--- src/design/pcg_params.svh ---
// Offsets, field positions, reset values and masks of the peripheral clock gating block.
`ifndef PCG_PARAMS_SVH
`define PCG_PARAMS_SVH
`define PCG_ADDR_W 4
`define PCG_OFF_GATE0 4'h0
`define PCG_OFF_GATE1 4'h1
`define PCG_OFF_GATE2 4'h2
`define PCG_OFF_GATE3 4'h3
`define PCG_GATE_RST 8'h00
`define PCG_NUM_MOD 32
`define PCG_IDX_CAL 13
`define PCG_MASK_FULL 32'hFFFF_FFFF
`define PCG_MASK_SMALL 32'h3E5F_DFFF
`endif

--- src/design/pcg_pkg.sv ---
// Types shared by the peripheral clock gating block.
package pcg_pkg;
    // Software register request: one strobe per cycle.
    typedef struct packed {
        logic wr;
        logic rd;
        logic [3:0] addr;
        logic [7:0] wdata;
    } pcg_bus_req_t;
    // Peripheral register access request, steered to one module by index.
    typedef struct packed {
        logic wr;
        logic rd;
        logic [4:0] mod;
        logic [7:0] wdata;
    } pcg_acc_req_t;
    // State of the calendar clock bit unlock.
    typedef enum logic {
        pcg_st_locked,
        pcg_st_armed
    } pcg_unlock_t;
endpackage

--- src/design/pcg_gating.sv ---
// Peripheral clock gating: four gating registers, per-module clock enables and access gating.
//
// Summary of operation
// A cleared function enable stops a module but leaves its registers accessible.
// A gating bit written to one stops all clocks of that module.
// Writes to a gated module are dropped and its reads are not valid; the code still raises o_acc_rvalid for them, with data zero.
// Four 8-bit read/write gating registers, all zero after reset, every module clocked.
// Register 3: bit7 capture 10, bit6 capture 9, bits5..1 capture 8..4, bit0 timer 12.
// Register 2: bits7..3 timers 10,8,7,6,5; bits2..0 comparators 3,2,1.
// Register 1: parallel port, charge-time, calendar, timers 4..1, external memory bus.
// Register 0: enhanced capture 3..1, serial 2,1, sync serial 2,1, converter.
// Calendar gating bit accepts a one only right after the write unlock.
// Small-memory variant: capture 10,9, timers 12,10,7, calendar bits read zero.
// Clearing a gating bit restores the module's clocks.
// Gated module reads return zero and its write strobes are suppressed.
`timescale 1ns/10ps
`include "pcg_params.svh"

module pcg_gating #(
    parameter bit SMALL_MEM = 1'b0
) (
    input wire logic i_ref_clk,                  // System clock, 100 MHz.
    input wire logic i_rstn,                     // Synchronous reset, active low.
    input pcg_pkg::pcg_bus_req_t i_bus,          // Software register request.
    output logic [7:0] o_rdata,                  // Register read data, cycle after read.
    input wire logic i_unlock,                   // Pulse: write unlock sequence completed.
    input wire logic [31:0] i_func_en,           // Function enable bit of each module.
    output logic [31:0] o_clk_en,                // Clock enable of each module.
    output logic [31:0] o_func_run,              // Module clocked and functionally enabled.
    input pcg_pkg::pcg_acc_req_t i_acc,          // Peripheral register access request.
    output logic [31:0] o_acc_wr_stb,            // Write strobe toward each module.
    output logic [31:0] o_acc_rd_stb,            // Read strobe toward each module.
    output logic [7:0] o_acc_wdata,              // Write data toward the modules.
    input wire logic [7:0] i_acc_rdata,          // Read data from the strobed module.
    output logic [7:0] o_acc_rdata,              // Read data back to software.
    output logic o_acc_rvalid                    // Read answer marker.
);

    localparam logic [31:0] IMPL_MASK = SMALL_MEM ? `PCG_MASK_SMALL : `PCG_MASK_FULL;
    localparam logic [3:0] OFFS [4] = '{`PCG_OFF_GATE0, `PCG_OFF_GATE1,
                                        `PCG_OFF_GATE2, `PCG_OFF_GATE3};

    logic [31:0] gate_q;
    logic [31:0] gate_d;
    logic [31:0] clk_en_q;
    logic [31:0] func_run_q;
    logic [7:0] rdata_q;
    logic [7:0] rdata_d;
    logic [31:0] wr_stb_q;
    logic [31:0] wr_stb_d;
    logic [31:0] rd_stb_q;
    logic [31:0] rd_stb_d;
    logic [7:0] acc_wdata_q;
    logic rd_pend_q;
    logic rd_ok_q;
    logic [7:0] acc_rdata_q;
    logic acc_rvalid_q;
    pcg_pkg::pcg_unlock_t unlock_q;
    pcg_pkg::pcg_unlock_t unlock_d;

    // Register address decode.
    wire [3:0] reg_hit;
    wire [3:0] reg_wr;
    wire any_hit;
    wire armed;
    wire acc_gated;

    genvar r;
    generate
        for (r = 0; r < 4; r = r + 1) begin : g_dec
            assign reg_hit[r] = (i_bus.addr == OFFS[r]);
            assign reg_wr[r] = i_bus.wr && reg_hit[r];
        end
    endgenerate
    assign any_hit = |reg_hit;
    assign armed = (unlock_q == pcg_pkg::pcg_st_armed);

    // Read selection; an unmapped address answers zero.
    assign rdata_d = !i_bus.rd ? 8'h00 :
                     reg_hit[0] ? gate_q[7:0] :
                     reg_hit[1] ? gate_q[15:8] :
                     reg_hit[2] ? gate_q[23:16] :
                     reg_hit[3] ? gate_q[31:24] : 8'h00;

    // Per-module gating bit, register-field mapping and access gating.
    genvar i;
    generate
        for (i = 0; i < `PCG_NUM_MOD; i = i + 1) begin : g_mod
            localparam bit IS_CAL = (i == `PCG_IDX_CAL);
            wire wbit = i_bus.wdata[i % 8];
            wire set_ok = IS_CAL ? (armed || gate_q[i]) : 1'b1;
            wire hit = (i_acc.mod == 5'(i));
            // Unimplemented bits never hold a one and so read as zero.
            assign gate_d[i] = IMPL_MASK[i] &&
                (reg_wr[i / 8] ? (wbit && set_ok) : gate_q[i]);
            // Register access depends on the gating bit only, not on the function enable.
            assign wr_stb_d[i] = i_acc.wr && hit && !gate_q[i];
            assign rd_stb_d[i] = i_acc.rd && hit && !gate_q[i];
        end
    endgenerate
    assign acc_gated = gate_q[i_acc.mod];

    // Unlock arms on the unlock pulse and is consumed by the next register write.
    assign unlock_d = i_unlock ? pcg_pkg::pcg_st_armed :
                      i_bus.wr ? pcg_pkg::pcg_st_locked : unlock_q;

    // Gating registers, clock enables and unlock state.
    always_ff @(posedge i_ref_clk) begin
        if (!i_rstn) begin
            gate_q <= {4{`PCG_GATE_RST}};
            clk_en_q <= 32'hFFFF_FFFF;
            func_run_q <= 32'h0000_0000;
            unlock_q <= pcg_pkg::pcg_st_locked;
        end else begin
            gate_q <= gate_d;
            clk_en_q <= ~gate_d;
            func_run_q <= ~gate_d & i_func_en;
            unlock_q <= unlock_d;
        end
    end

    // Software read answer.
    always_ff @(posedge i_ref_clk) begin
        if (!i_rstn) begin
            rdata_q <= 8'h00;
        end else begin
            rdata_q <= rdata_d;
        end
    end

    // Access strobes toward the modules, gated by their bits.
    always_ff @(posedge i_ref_clk) begin
        if (!i_rstn) begin
            wr_stb_q <= 32'h0000_0000;
            rd_stb_q <= 32'h0000_0000;
            acc_wdata_q <= 8'h00;
            rd_pend_q <= 1'b0;
            rd_ok_q <= 1'b0;
        end else begin
            wr_stb_q <= wr_stb_d;
            rd_stb_q <= rd_stb_d;
            acc_wdata_q <= i_acc.wdata;
            rd_pend_q <= i_acc.rd;
            rd_ok_q <= i_acc.rd && !acc_gated;
        end
    end

    // Read data return; a gated module answers zero.
    always_ff @(posedge i_ref_clk) begin
        if (!i_rstn) begin
            acc_rdata_q <= 8'h00;
            acc_rvalid_q <= 1'b0;
        end else begin
            acc_rdata_q <= rd_ok_q ? i_acc_rdata : 8'h00;
            acc_rvalid_q <= rd_pend_q;
        end
    end

    // Outputs come straight from flip-flops.
    assign o_rdata = rdata_q;
    assign o_clk_en = clk_en_q;
    assign o_func_run = func_run_q;
    assign o_acc_wr_stb = wr_stb_q;
    assign o_acc_rd_stb = rd_stb_q;
    assign o_acc_wdata = acc_wdata_q;
    assign o_acc_rdata = acc_rdata_q;
    assign o_acc_rvalid = acc_rvalid_q;
endmodule

--- config.mk ---
export PLATFORM = sky130hd
export DESIGN_NAME = pcg_gating
export DESIGN_NICKNAME = d
export VERILOG_FILES = /design/src/design/pcg_pkg.sv /design/src/design/pcg_gating.sv
export VERILOG_INCLUDE_DIRS = /design/src /design/src/design
export SDC_FILE = /design/constraint.sdc
export NUM_CORES = 1
export LEC_CHECK = 0
export ABC_AREA = 0
export BUFFER_PORTS_ARGS = -buffer_cell sky130_fd_sc_hd__buf_2
export CORE_ASPECT_RATIO = 0.75
export CORE_MARGIN = 2
export CORE_UTILIZATION = 40
export CTS_CLUSTER_DIAMETER = 100
export CTS_CLUSTER_SIZE = 10
export DETAILED_ROUTE_END_ITERATION = 8
export HOLD_SLACK_MARGIN = 0.12
export PLACE_DENSITY_LB_ADDON = 0.25
export SKIP_CTS_REPAIR_TIMING = 1
export SLEW_MARGIN = 20
export SYNTH_ARGS = -nofsm -noshare
export SYNTH_HDL_FRONTEND = slang
export SYNTH_SLANG_ARGS = --single-unit
--- constraint.sdc ---
create_clock -name i_ref_clk -period 2.3 [get_ports i_ref_clk]
set_input_delay 0 -clock i_ref_clk [delete_from_list [all_inputs] [get_ports i_ref_clk]]
set_output_delay 0 -clock i_ref_clk [all_outputs]
set_load 0.02 [all_outputs]
==> flow_summary.toml <==
[power_and_ir_drop]
clock_power_share = 0.420
p_switching_mw = 1.65
p_leak_nw = 3.93
ir_drop_uv = 473
p_comb_frac = 0.078
cell_internal_pwr_mw = 5.02
switching_share = 0.247
pwr-share-seq = 0.502
powerDensity_nw_per_um2 = 778

[die]
io_pins = 225
chipWidth_microns = 145
std_cell_rows = 38
coreArea_sq_um = 14500
die_y_microns = 110
die_area_sq_um = 15900
start_util = 0.411

[clock_tree]
htree_levels = 4
cts-buffers-inserted = 17
cts.clk_slew.worst_paths_ns = 0.07
cts_tree = "built"
clockRootBuffer = "clkbuf_16"
clock_path_buffers = 2
clkLatencyLatePin_ns = 0.43
clkSinkCount = 188

[sta]
fin_ws_ns = 0.520
timing.hold.ws_ns = 0.109
period_minus_slack_ns = 1.78
final_hold_viol_count = 0
rsz0062_at_grt = "false"
drv_slew = 0
slew-limit-headroom = 0.566
setup_viol = 0
fin_worst_skew_ns = 0.00564
worst_slew_pin_slew_ns = 0.649
max_freq_mhz = 562
tns_ns = 0
post-route-period-util = 0.774

[final_layout]
layout_common_cells = "buf_2 (223), dfxtp_1 (188), dlygate4sd3_1 (77)"
fillers = 1265
syn_to_final_growth_pct = 43.5
fin_nets = 869
drive_above_1_share = 0.332
final_core_utilization = 0.589
mostFrequentLayoutCell = "buf_2"
final_cells = 1011

[min_path]
hp-class = "in -> reg"

[drt]
initialDrtViolationCount = 236
antenna_left = 0
via_per_inst = 4.84
drt-total-wl_microns = 18700
num_vias = 4898
drc = 0
drtPass1Iterations = 4
wl_per_cell_microns = 18.5

[global_routing]
grt_max_degree = 57
track_usage = 0.226
grt-ovfl-total = 0
grt_pass1_vias = 4516
grt_pass1_wl_microns = 26600
antenna_found_initial = 0

[synth]
ys_warn_count = 0
synthXorXnorAreaFrac = 0
synth.area.top_cells = "dfxtp_1 (63%), mux2i_1 (6.4%), nor3_1 (5.4%)"
synth_cells = 502
yosysSeqAreaShare = 0.630
yosysUniqueCellTypes = 33
synth_fp_nets = 574
synth_top_family_by_area = "simple AND/OR/NAND/NOR gates"
synth-compound-area-share = 0.00901
syn_area_per_cell_sq_um = 11.9
yosys.area.top_type = "dfxtp_1"
synthAdderAreaFrac = 0
synth_mux_area_frac = 0.117
yosys.area_share.simple = 0.221
ys_seq_elements = 188
syn_area_sq_um = 5970
synth_top_area_share = 0.630

[setup_path]
start_kind = "primary input"
crit_type = "in -> reg"
required_ns = 2.68
cp.arrival_ns = 2.16
path_max_fanout = 10
crit_path_end_kind = "register"

[placed_design]
dp_cells = 901
gp_congestion = 0.909
hpwl_microns = 12900
place_ws_ns = 0.555
port_buffers = 224

[run_status]
status = "finished clean"

[flow_run]
maxCapViolations = 0
## synthesized netlist by cell type (all sizes together)
cell type / number
dfxtp: 188
nor3: 65
nor2b: 41
and3: 40
mux2i: 38
nand2b: 32
clkbuf: 17
mux4: 13
nand2: 12
and2: 11
buf: 10
nand3: 8
nor2: 8
nand3b: 4
a22o: 3
nand4: 2
a21oi: 1
a41oi: 1
and2b: 1
and4: 1
inv: 1
nand4b: 1
o21a: 1
o22ai: 1
or3: 1
or3b: 1
## per-stage QoR
| step | power, mW | cell area (sq um) |
|---|---|---|
| finish | 6.67 | 8570 |
| CTS | 6.61 | 7800 |
| floorplan | 3.66 | 5970 |
| global route | 6.91 | 8570 |
| detailed placement | 3.84 | 7230 |
| global placement | 3.83 | 7230 |
## registers in the layout, indices dropped and copies added (netlist names)
| name | count |
|---|---|
| rd_pend_q | 1 |
| o_acc_rd_stb | 32 |
| gate_q | 32 |
| armed | 1 |
| o_acc_rdata | 8 |
| o_acc_rvalid | 1 |
| o_acc_wdata | 8 |
| o_func_run | 32 |
| o_rdata | 8 |
| o_clk_en | 32 |
| o_acc_wr_stb | 32 |
| rd_ok_q | 1 |
## logic make-up (layout without fill, tap and decap cells)
logic type             after synthesis  in the layout
and+or+nand+nor                    228            228
DFF                                188            188
muxes                               51             51
buffers and inverters               28            336
AOI/OAI and AO/OA                    7              7
other                                0              1
## layout make-up
cell class	instances	area [sq um]	share of cell area
inverters	1	3.75	0.000438
multi-input cells	286	2070	0.242
diodes	1	2.50	0.000292
repair buffers	303	1910	0.223
clock buffers	18	439	0.0512
clock inverters	14	131	0.0153
well taps	200	250	0.0292
flip-flops and latches	188	3760	0.439
## per-layer routing
layer	global-route usage	vias to the layer above	share of wire
li1	-	2331	-
met1	0.297	2328	0.45
met2	0.345	217	0.45
met3	0.0954	22	0.085
met4	0.0595	0	0.014
met5	0	-	0
## power groups by stage
stage	Clock (mW)	Sequential [mW]	Combinational [mW]
3_5_place_dp	0	3.43	0.414
6_report	2.80	3.35	0.519
2_1_floorplan	0	3.50	0.163
5_1_grt	3.00	3.36	0.556
3_3_place_gp	0	3.43	0.409
4_1_cts	2.85	3.35	0.415
## final timing paths
| kind | end | start | depth (start not counted) | slack (ns) |
|---|---|---|---|---|
| setup / recovery | o_func_run[14] | i_bus[9] | 6 | 0.52 |
| hold / removal | o_clk_en[13] | i_bus[13] | 4 | 0.11 |
| setup reg to reg | o_func_run[13] | gate_q[13] | 4 | 0.76 |
| hold reg to reg | o_acc_rvalid | rd_pend_q | 1 | 0.45 |
## worst max-delay path, cell delays in order
cell           delay, ns
buf_2               0.20
nor3_4              0.28
and3_1              0.60
mux2i_1             0.34
and3_1              0.19
dlygate4sd3_1       0.54
No activity file was read; power rests on OpenSTA's default activity.
